**config.mk**
```make
export PLATFORM = sky130hd
export DESIGN_NAME = adcro_output_if
export DESIGN_NICKNAME = d
export VERILOG_FILES = /design/src/verilog/adcro_pkg.sv /design/src/verilog/adcro_fifo.sv /design/src/verilog/adcro_sync.sv /design/src/verilog/adcro_output_if.sv
export VERILOG_INCLUDE_DIRS = /design/src /design/src/verilog
export SDC_FILE = /design/constraint.sdc
export NUM_CORES = 1
export LEC_CHECK = 0
export BUFFER_PORTS_ARGS = -buffer_cell sky130_fd_sc_hd__buf_4
export CAP_MARGIN = 20
export CORE_MARGIN = 4
export CORE_UTILIZATION = 50
export CTS_BUF_LIST = sky130_fd_sc_hd__clkbuf_16
export CTS_CLUSTER_SIZE = 40
export DETAILED_ROUTE_END_ITERATION = 7
export MAX_ROUTING_LAYER = met4
export PLACE_DENSITY = 0.69
export SYNTH_ARGS = -nofsm -noshare
export SYNTH_HDL_FRONTEND = slang
export SYNTH_SLANG_ARGS = --single-unit
```
**constraint.sdc**
```tcl
create_clock -name clock -period 3 [get_ports clock]
set_input_delay 0.3 -clock clock [delete_from_list [all_inputs] [get_ports clock]]
set_output_delay 0.3 -clock clock [all_outputs]
set_load 0.005 [all_outputs]
```
**src/verilog/adcro_defs.svh**
```systemverilog
`ifndef ADCRO_DEFS_SVH
`define ADCRO_DEFS_SVH

`define ADCRO_RESULT_W 12
`define ADCRO_FRAME_BITS 16
`define ADCRO_LEAD_ZEROS 4
`define ADCRO_SEROUT_BIT 5
`define ADCRO_SCLK_BIT 4
`define ADCRO_FRAME_BIT 3
`define ADCRO_TEST_HI_BIT 11
`define ADCRO_TEST_LO_BIT 10
`define ADCRO_FIFO_DEPTH 4
`define ADCRO_CONV_TIME_NS 1470
`define ADCRO_CLK_NS 50
`define ADCRO_CONV_CYCLES \
  ((`ADCRO_CONV_TIME_NS + `ADCRO_CLK_NS - 1) / `ADCRO_CLK_NS)
`define ADCRO_CNT_RST 5'h00
`define ADCRO_SYNC_STAGES 2'h2

`endif

```
**src/verilog/adcro_pkg.sv**
```systemverilog
package adcro_pkg;

  typedef struct packed {
    logic [11:0] dataOut;
    logic [11:0] dataOe;
  } adcro_pins_t;

  typedef enum logic [2:0] {
    SER_IDLE = 3'b001,
    SER_LOAD = 3'b010,
    SER_SHIFT = 3'b100
  } adcro_ser_state_t;

endpackage

```
**src/verilog/adcro_fifo.sv**
```systemverilog
`timescale 1ns/100ps
module adcro_fifo #(
  parameter int WIDTH = 12,
  parameter int DEPTH = 4
) (
  input wire logic clock,
  input wire logic rst_n,
  input wire logic inValid,
  output logic inReady,
  input wire logic [WIDTH-1:0] inData,
  output logic outValid,
  input wire logic outReady,
  output logic [WIDTH-1:0] outData
);
  localparam int AW = $clog2(DEPTH);
  logic [WIDTH-1:0] mem [DEPTH];
  logic [AW-1:0] wrPtr_q, wrPtr_d, rdPtr_q, rdPtr_d;
  logic [AW:0] count_q, count_d;
  logic push, pop;

  function automatic logic [AW-1:0] bump(input logic [AW-1:0] p);
    bump = (p == AW'(DEPTH - 1)) ? '0 : p + 1'b1;
  endfunction

  always_comb
  begin
    inReady = count_q != (AW + 1)'(DEPTH);
    outValid = count_q != '0;
    outData = mem[rdPtr_q];
    push = inValid && inReady;
    pop = outValid && outReady;
    wrPtr_d = push ? bump(wrPtr_q) : wrPtr_q;
    rdPtr_d = pop ? bump(rdPtr_q) : rdPtr_q;
    count_d = count_q + (AW + 1)'(push) - (AW + 1)'(pop);
  end

  always_ff @(posedge clock or negedge rst_n)
  begin
    if (!rst_n)
    begin
      wrPtr_q <= '0;
      rdPtr_q <= '0;
      count_q <= '0;
    end
    else
    begin
      wrPtr_q <= wrPtr_d;
      rdPtr_q <= rdPtr_d;
      count_q <= count_d;
    end
  end

  always_ff @(posedge clock)
  begin
    if (push)
      mem[wrPtr_q] <= inData;
  end
endmodule

```
**src/verilog/adcro_sync.sv**
```systemverilog
`timescale 1ns/100ps
module adcro_sync #(
  parameter int WIDTH = 1
) (
  input wire logic clock,
  input wire logic rst_n,
  input wire logic [WIDTH-1:0] asyncIn,
  output logic [WIDTH-1:0] syncOut
);
  logic [WIDTH-1:0] meta_q;
  logic [WIDTH-1:0] sync_q;

  always_ff @(posedge clock or negedge rst_n)
  begin
    if (!rst_n)
    begin
      meta_q <= '0;
      sync_q <= '0;
    end
    else
    begin
      meta_q <= asyncIn;
      sync_q <= meta_q;
    end
  end

  assign syncOut = sync_q;
endmodule

```
**src/verilog/adcro_output_if.sv**
```systemverilog
`timescale 1ns/100ps
`include "adcro_defs.svh"
// Function
// - mode low selects serial output, high selects parallel, reusing the pins.
// - parallel mode drives the result on twelve pins with bit 11 as the msb.
// - in serial mode the bit 5 pin becomes the serial result output.
// - a serial frame is sixteen bits, four zeros then twelve result bits.
// - after frame sync falls each bit is valid on sixteen falling sclk edges.
// - coding is two's complement for bipolar, straight binary for unipolar.
// - after frame sync falls the shifter advances on each rising sclk edge.
// - parallel outputs enable only while chip select and read are both low.
// - a rising convert start holds the input and begins a conversion, unless a conversion is already busy.
module adcro_output_if #(
  parameter bit BIPOLAR = 1'b1,
  parameter int CONV_CYCLES = `ADCRO_CONV_CYCLES,
  parameter int FIFO_DEPTH = `ADCRO_FIFO_DEPTH
) (
  input wire logic clock,
  input wire logic rst_n,
  input wire logic modeSelect,
  input wire logic convert_start,
  input wire logic chipSelect_n,
  input wire logic read_n,
  input wire logic [11:0] sampleCode,
  input wire logic [11:0] pinIn,
  output logic [11:0] pinOut,
  output logic [11:0] pinOe,
  output logic convBusy,
  output logic resultReady
);
  localparam int RW = `ADCRO_RESULT_W;
  localparam int CW = $clog2(CONV_CYCLES + 1);

  logic [3:0] syncIn;
  logic modeS, convS, csS, rdS;
  logic [2:0] pinSync;
  logic sclkS, fsyncS_n, testS;
  logic sclk_q, fsyncPrev_n_q, conv_q;
  logic sclkRise, sclkFall, frameFall, convRise;

  adcro_sync #(.WIDTH(4)) u_ctlSync (
    .clock(clock),
    .rst_n(rst_n),
    .asyncIn({modeSelect, convert_start, chipSelect_n, read_n}),
    .syncOut(syncIn)
  );
  assign {modeS, convS, csS, rdS} = syncIn;

  adcro_sync #(.WIDTH(3)) u_pinSync (
    .clock(clock),
    .rst_n(rst_n),
    .asyncIn({pinIn[`ADCRO_SCLK_BIT], pinIn[`ADCRO_FRAME_BIT],
      pinIn[`ADCRO_TEST_HI_BIT] | pinIn[`ADCRO_TEST_LO_BIT]}),
    .syncOut(pinSync)
  );
  assign {sclkS, fsyncS_n, testS} = pinSync;

  // edge detectors on synchronised copies
  always_ff @(posedge clock or negedge rst_n)
  begin
    if (!rst_n)
    begin
      sclk_q <= 1'b0;
      fsyncPrev_n_q <= 1'b0;
      conv_q <= 1'b0;
    end
    else
    begin
      sclk_q <= sclkS;
      fsyncPrev_n_q <= fsyncS_n;
      conv_q <= convS;
    end
  end
  assign sclkRise = sclkS && !sclk_q;
  assign sclkFall = !sclkS && sclk_q;
  assign frameFall = !fsyncS_n && fsyncPrev_n_q;
  assign convRise = convS && !conv_q;

  // pins stay released until the synchronisers carry real levels
  logic [1:0] settle_q, settle_d;
  logic live;

  always_comb
  begin
    settle_d = live ? settle_q : settle_q + 2'h1;
  end

  always_ff @(posedge clock or negedge rst_n)
  begin
    if (!rst_n)
      settle_q <= 2'h0;
    else
      settle_q <= settle_d;
  end
  assign live = settle_q == `ADCRO_SYNC_STAGES;

  // offset binary sample to output coding
  function automatic logic [RW-1:0] encode(input logic [RW-1:0] code);
    encode = BIPOLAR ? {~code[RW-1], code[RW-2:0]} : code;
  endfunction

  // conversion timer
  logic [CW-1:0] convCnt_q, convCnt_d;
  logic [RW-1:0] held_q, held_d;
  logic convDone;

  always_comb
  begin
    convCnt_d = convCnt_q;
    held_d = held_q;
    convDone = 1'b0;
    if (convRise && convCnt_q == '0)
    begin
      held_d = sampleCode;
      convCnt_d = CW'(CONV_CYCLES);
    end
    else if (convCnt_q != '0)
    begin
      convCnt_d = convCnt_q - 1'b1;
      convDone = convCnt_q == CW'(1);
    end
  end

  always_ff @(posedge clock or negedge rst_n)
  begin
    if (!rst_n)
    begin
      convCnt_q <= '0;
      held_q <= '0;
    end
    else
    begin
      convCnt_q <= convCnt_d;
      held_q <= held_d;
    end
  end
  assign convBusy = convCnt_q != '0;

  // result queue
  logic fifoInReady, fifoValid, fifoPop;
  logic [RW-1:0] fifoData;

  adcro_fifo #(.WIDTH(RW), .DEPTH(FIFO_DEPTH)) u_fifo (
    .clock(clock),
    .rst_n(rst_n),
    .inValid(convDone),
    .inReady(fifoInReady),
    .inData(encode(held_q)),
    .outValid(fifoValid),
    .outReady(fifoPop),
    .outData(fifoData)
  );
  assign resultReady = fifoValid;

  // output latch, refreshed when no read or frame is in progress
  logic [RW-1:0] result_q, result_d;
  logic readAct, readAct_q;
  assign readAct = modeS && !csS && !rdS;

  // serial shifter
  adcro_pkg::adcro_ser_state_t state_q, state_d;
  logic [15:0] shift_q, shift_d;
  logic [4:0] bitCnt_q, bitCnt_d;
  logic serOut_q, serOut_d;

  assign fifoPop = fifoValid && !readAct && state_q == adcro_pkg::SER_IDLE;

  always_comb
  begin
    state_d = state_q;
    shift_d = shift_q;
    bitCnt_d = bitCnt_q;
    serOut_d = serOut_q;
    result_d = fifoPop ? fifoData : result_q;
    case (state_q)
      adcro_pkg::SER_IDLE:
      begin
        serOut_d = 1'b0;
        if (!modeS && frameFall && !testS)
          state_d = adcro_pkg::SER_LOAD;
      end
      adcro_pkg::SER_LOAD:
      begin
        shift_d = {{`ADCRO_LEAD_ZEROS{1'b0}}, result_q};
        bitCnt_d = `ADCRO_CNT_RST;
        serOut_d = 1'b0;
        state_d = adcro_pkg::SER_SHIFT;
      end
      adcro_pkg::SER_SHIFT:
      begin
        if (sclkRise)
        begin
          serOut_d = shift_q[15];
          shift_d = {shift_q[14:0], 1'b0};
        end
        if (sclkFall)
          bitCnt_d = bitCnt_q + 5'h01;
        if (modeS || bitCnt_q == 5'(`ADCRO_FRAME_BITS))
          state_d = adcro_pkg::SER_IDLE;
      end
      default:
        state_d = adcro_pkg::SER_IDLE;
    endcase
  end

  always_ff @(posedge clock or negedge rst_n)
  begin
    if (!rst_n)
    begin
      state_q <= adcro_pkg::SER_IDLE;
      shift_q <= '0;
      bitCnt_q <= `ADCRO_CNT_RST;
      serOut_q <= 1'b0;
      result_q <= '0;
      readAct_q <= 1'b0;
    end
    else
    begin
      state_q <= state_d;
      shift_q <= shift_d;
      bitCnt_q <= bitCnt_d;
      serOut_q <= serOut_d;
      result_q <= result_d;
      readAct_q <= readAct;
    end
  end

  // pin drivers
  adcro_pkg::adcro_pins_t pins;
  always_comb
  begin
    pins.dataOut = '0;
    pins.dataOe = '0;
    if (!live)
    begin
      pins.dataOut = '0;
      pins.dataOe = '0;
    end
    else if (modeS)
    begin
      pins.dataOut = result_q;
      pins.dataOe = readAct_q ? 12'hFFF : 12'h000;
    end
    else
    begin
      pins.dataOut[`ADCRO_SEROUT_BIT] = serOut_q;
      pins.dataOe[`ADCRO_SEROUT_BIT] = 1'b1;
    end
  end
  assign pinOut = pins.dataOut;
  assign pinOe = pins.dataOe;
endmodule

```
# After elaboration in Yosys (flattened, before gate mapping)
# Memories as Yosys holds them, arrays and structs flattened. A register that Yosys moved wholly into a read port is not among the register bits.
# Index checks and enable logic that the tools add are counted.
dict set report word_totals {
  register_bits 69
  ram_bits 48
  in_bits 30
  output_inout_bits 26
  elab_cells 100
  n_memories 1
}
dict set report op_classes {
  add_sub_neg 7
  eq_ne 13
  muxes 24
  bitwise_logic 2
  reduce_logical 35
}
# memory depth width read_ports rd_clocked_by_memory_dff wr line_no
set mem_list {}
lappend mem_list {u_fifo.mem 4 12 1 1 1 adcro_fifo.sv:16} ;# logic [WIDTH-1:0] mem [DEPTH];
# operator n
set op_table {}
lappend op_table {{$pmux 16 s2} 1}
lappend op_table {{$mux 24} 1}
lappend op_table {{$mux 5} 4}
lappend op_table {{$mux 16} 1}
lappend op_table {{$logic_and 1x1->1} 13}
lappend op_table {{$mux 12} 1}
lappend op_table {{$mux 11} 1}
lappend op_table {{$logic_not 1->1} 10}
lappend op_table {{$pmux 5 s2} 1}
lappend op_table {{$pmux 3 s3} 1}
lappend op_table {{$reduce_and 2->1} 4}
lappend op_table {{$mux 1} 7}
lappend op_table {{$add 2x1->2 const B} 3}
lappend op_table {{$eq 2x2->1 const B} 3}
lappend op_table {{$mux 3} 2}
lappend op_table {{$mux 6} 1}
lappend op_table {{$ne 2x2->1 const B} 3}
lappend op_table {{$reduce_bool 2->1} 3}
lappend op_table {{$add 5x1->5 const B} 1}
lappend op_table {{$eq 5x1->1 const B} 1}
lappend op_table {{$eq 5x5->1 const B} 1}
lappend op_table {{$logic_not 5->1} 1}
lappend op_table {{$reduce_bool 5->1} 1}
lappend op_table {{$sub 5x1->5 const B} 1}
lappend op_table {{14 further kinds} 15}

# Logic depth before layout (Yosys ltp)
dict set report logic_depth {
  ltp_word 8
  mapped_depth 11
  mapped_depth_nobuf 9
}

# Hierarchy
# A second synthesis with hierarchy kept.
dict set report hier_totals {
  hier_cells 345
  hier_area_um2 5398.9
}
# module n_inst cells_per_inst area_each_um2 seq_area_each_um2
set by_module_without_submodules {}
lappend by_module_without_submodules {adcro_output_if 1 230 2871.5 1502.7}
lappend by_module_without_submodules {adcro_fifo 1 101 2177.1 1616.6}
lappend by_module_without_submodules {{adcro_sync (u_ctlSync)} 1 8 200.2 200.2}
lappend by_module_without_submodules {{adcro_sync (u_pinSync)} 1 6 150.1 150.1}

# Worst setup path after synthesis
# No wires, ideal clock.
dict set report synth_timing {
  kind {reg2reg}
  from {reg state_q[0]}
  to {reg u_fifo.count_q[2]}
  setup_ns 0.123
  arrival_time_ns 2.585
  required_ns 2.877
  slack_ns 0.293
  path_stages_with_launch 12
  n_path_buf 2
  synth_period_minus_slack_ns 2.707
  cell_sequence {dfstp_2 buf_6 or3b_1 nor3b_4 buf_6 ha_1 inv_1 ha_1 inv_1 fa_1 xnor2_1 xnor2_1}
}
dict set report synth_between {
  elab_chain_len 4
}
# element line_no
set synth_lines {}
lappend synth_lines {{start: declaration} adcro_output_if.sv:161} ;# adcro_pkg::adcro_ser_state_t state_q, state_d;
lappend synth_lines {{start signal: assignment} adcro_output_if.sv:210} ;# state_q <= adcro_pkg::SER_IDLE;
lappend synth_lines {{start signal: assignment} adcro_output_if.sv:219} ;# state_q <= state_d;
lappend synth_lines {{$eq 3x1->1} adcro_output_if.sv:166} ;# assign fifoPop = fifoValid && !readAct && state_q == adcro_pkg::SER_IDLE;
lappend synth_lines {{$logic_and 1x1->1} adcro_output_if.sv:166}
lappend synth_lines {{$logic_and 1x1->1} adcro_fifo.sv:31} ;# pop = outValid && outReady;
lappend synth_lines {{via u_fifo.pop} adcro_fifo.sv:19} ;# logic push, pop;
lappend synth_lines {{$sub 3x1->3} adcro_fifo.sv:34} ;# count_d = count_q + (AW + 1)'(push) - (AW + 1)'(pop);
lappend synth_lines {{via u_fifo.count_d[2]} adcro_fifo.sv:18} ;# logic [AW:0] count_q, count_d;
lappend synth_lines {{end signal: assignment} adcro_fifo.sv:49} ;# count_q <= count_d;
lappend synth_lines {{end: declaration} adcro_fifo.sv:18}
# The timed path passes the listed nets, and every way through them passes these cells.
# A chain may end at the register's enable or synchronous reset.

# Worst setup path after layout
dict set report layout_timing {
  from {reg state_q[0]}
  to {reg u_fifo.count_q[2]}
}
dict set report layout_between {
  elab_chain_len 4
}
# element line_no
set layout_lines {}
lappend layout_lines {{$eq 3x1->1} adcro_output_if.sv:166}
lappend layout_lines {{$logic_and 1x1->1} adcro_output_if.sv:166}
lappend layout_lines {{$logic_and 1x1->1} adcro_fifo.sv:31}
lappend layout_lines {{$sub 3x1->3} adcro_fifo.sv:34}
lappend layout_lines {{via u_fifo.count_d[2]} adcro_fifo.sv:18}
# The timed path passes the listed nets, and every way through them passes these cells.

==> flow_summary.ini <==
[outcome]
status = finished clean

[critical_path]
crit_path_start_kind = flip-flop
r2r-start = state_q[0]$_DFFE_PN1P_
critPathKind = flip-flop to flip-flop
rrSetupSlack_ns = 0.47
timing.rr.end = u_fifo.count_q[2]$_DFF_PN0_
endpoint_kind = flip-flop
r2r_cells = 9
critical_path_required_ns = 3.33
critical_path_arrival_ns = 2.86
path_max_fanout = 8

[clocking]
cts_tree = yes
htree_levels = 4
clock_sinks = 129
root_buffer = clkbuf_16
clk_latency_ns = 0.41
clock_path_buffers = 2
cts_made_buffers = 17
clk_pin_slew_ns = 0.05

[yosys]
synth.distinct_cells = 48
postSynthCellCount = 349
syn-num-nets = 393
yosys_warnings = 0
avgSynthCellArea_sq_um = 15.6
synth-edff-count = 48
yosysSeqAreaShare_pct = 63.8
synth_seq_cells = 129
synth-main-ff-cell = dfrtp_1
synthesis.area_sq_um = 5440
async_flop_share_pct = 62.8

[floorplan]
core_sq_um = 10500
die_area_sq_um = 12600
start_util_pct = 52.0
row_count = 37
floorplan.die.width_um = 112
top_level_ports = 56
die_y_um = 112

[sta]
fin_crit_ns = 2.53
grt_setup_unrepaired = false
finalSetupTns_ns = 0
slew_headroom_pct = 44.5
drv_slew = 0
finalSetupViolations = 0
skew_ns = 0.00711
tightest_slew_ns = 0.833
hold_viol = 0
max_freq_mhz = 396
finalCritPeriodShare_pct = 84.3

[power]
p_int_mw = 4.19
p_switching_mw = 1.44
swShare_pct = 25.6
combinationalPowerShare_pct = 18.4
ir_worst_vdd_v = 0.000719
power.density_nw_per_um2 = 865
clkPwrFrac_pct = 35.9
pwr-share-seq_pct = 45.7
p_leak_nw = 2.76

[place]
place_hpwl_um = 5540
portBuffers = 47
dpl_cell_area_sq_um = 5830
gp_congestion = 0.773

[global_routing]
grt_max_degree = 82
grt-ovfl-total = 0
grt_pass1_vias = 3018
grt_pass1_wl_um = 15000
grt_use_total_pct = 15.8
antenna_found_initial = 0

[finish]
drive_gt1_share_pct = 34.7
fin_area_sq_um = 6520
layout-area-overhead-vs-synth_pct = 19.9
layout.nets = 446
n_fill_cell = 811
antenna_cells = 0
final_cell_mix = 80 x dfrtp_1, 52 x buf_4, 48 x edfxtp_1
layout_commonest_cell = dfrtp_1

[detailed_routing]
route.vias.total = 2848
drt_pass1_iterations = 4
avgViaCountPerCell = 5.17
postRouteAntennaNets = 0
drt-wirelength-per-cell_um = 15.6
routed_wl_um = 8620
drt_iter0_drc = 122
drc_errors = 0

[min_path]
holdPathStages = 2
min_to = u_pinSync.meta_q[0]$_DFF_PN0_
hold_class = input port to flip-flop
hp-start = pinIn[11]

[flow_run]
cap_violations = 0
[flip-flops by register name (all words and copies together), names as in the netlist]
name and count:
sclk_q 1, held_q 12, u_ctlSync.meta_q 4, u_ctlSync.syncOut 4, u_fifo.mem 48, convCnt_q 5
fsyncPrev_n_q 1, conv_q 1, u_fifo.rdPtr_q 2, u_fifo.count_q 3, settle_q 2, shift_q 16
result_q 12, state_q 3, readAct_q 1, u_pinSync.syncOut 3, u_pinSync.meta_q 3, bitCnt_q 5
u_fifo.wrPtr_q 2, serOut_q 1
[cell usage after synthesis, types with 2 or more instances]
cell	count	area share, %
and2_1	4	0.46
and3_1	12	1.4
buf_2	6	0.55
buf_4	10	1.4
buf_6	4	0.83
clkbuf_1	5	0.35
dfrtp_1	80	37
edfxtp_1	48	27
ha_1	13	3.0
inv_1	18	1.2
mux2_1	9	1.9
mux2_2	33	6.8
mux2_4	8	2.2
mux2i_1	9	1.7
mux4_2	12	5.0
nand2_1	13	0.90
nand2b_1	7	0.81
nand3_1	6	0.55
nor2_1	5	0.35
nor2b_1	2	0.23
nor3_1	2	0.18
nor3b_1	3	0.41
nor4bb_1	2	0.37
o211ai_1	2	0.28
o21ai_0	3	0.28
o31ai_1	3	0.41
o32a_1	2	0.37
or3_1	3	0.35
or3b_1	3	0.48
xnor2_1	4	0.64
[cell type report]
type | count | area (sq um) | share of cell area [%]
Clock inverter | 15 | 169 | 2.59
Multi-Input combinational cell | 175 | 1730 | 26.5
Clock buffer | 17 | 425 | 6.52
Timing Repair Buffer | 60 | 488 | 7.48
Inverter | 19 | 71.3 | 1.09
Tap cell | 136 | 170 | 2.61
Sequential cell | 129 | 3470 | 53.2
[stage by stage]
stage	setup WS (ns)	hold WS, ns	total power [mW]	utilization (%)	std cells
final	0.472	0.0850	5.64	62.3	551
after global routing	0.320	0.0647	5.97	62.3	551
after CTS	0.443	0.0668	5.71	62.0	549
after detailed placement	0.460	0.337	3.66	55.7	511
after global placement	0.530	0.334	3.58	55.7	511
after floorplan	0.293	0.00441	3.30	-	349
[logic make-up (layout without fill, tap and decap cells)]
family	Yosys count	after routing	synth area share (%)
DFF	129	129	63.8
muxes	71	71	17.5
buffers and inverters	45	111	4.51
adders and majority gates	14	14	3.36
xor gates and xnor gates	4	4	0.644
and+or+nand+nor	69	69	7.84
AOI/OAI and AO/OA	17	17	2.32
[timing repair]
action	CTS	global route
hold endpoints to repair	6	9
setup buffers	0	0
hold buffers	6	1
endpoints found under the setup margin	0	0
gates resized for setup	0	0
[worst max-delay path by stage]
stage | to | startpoint
final | u_fifo.count_q[2]$_DFF_PN0_ | state_q[0]$_DFFE_PN1P_
after global placement | u_fifo.count_q[2]$_DFF_PN0_ | state_q[0]$_DFFE_PN1P_
after floorplan | u_fifo.count_q[2]$_DFF_PN0_ | state_q[0]$_DFFE_PN1P_
after CTS | u_fifo.count_q[2]$_DFF_PN0_ | state_q[0]$_DFFE_PN1P_
after detailed placement | u_fifo.count_q[2]$_DFF_PN0_ | state_q[0]$_DFFE_PN1P_
after global routing | u_fifo.count_q[2]$_DFF_PN0_ | state_q[0]$_DFFE_PN1P_
[layer usage]
layer,GRT usage (%),share of wire (%),vias up
li1,-,-,1361
met4,6.01,1.8,0
met3,5.39,4.7,17
met2,24.1,49,53
met5,-,0,-
met1,19.5,45,1417
[worst max-delay path, stage by stage (launching register included)]
cell and delay [ns]:
dfstp_2 0.60, or3b_1 0.44, nor3b_4 0.23, ha_1 0.25, inv_1 0.06, ha_1 0.13, inv_1 0.04, fa_1 0.37
xnor2_1 0.20, xnor2_1 0.14
[power by group through the flow]
stage               registers, mW  clock network (mW)  logic, mW
finish                       2.58                2.02       1.04
global route                 2.64                2.16       1.17
CTS                          2.59                2.07       1.05
detailed placement           2.62                   0       1.04
global placement             2.59                   0      0.995
floorplan                    2.43                   0      0.864
Power figures use the tool's default switching activity.
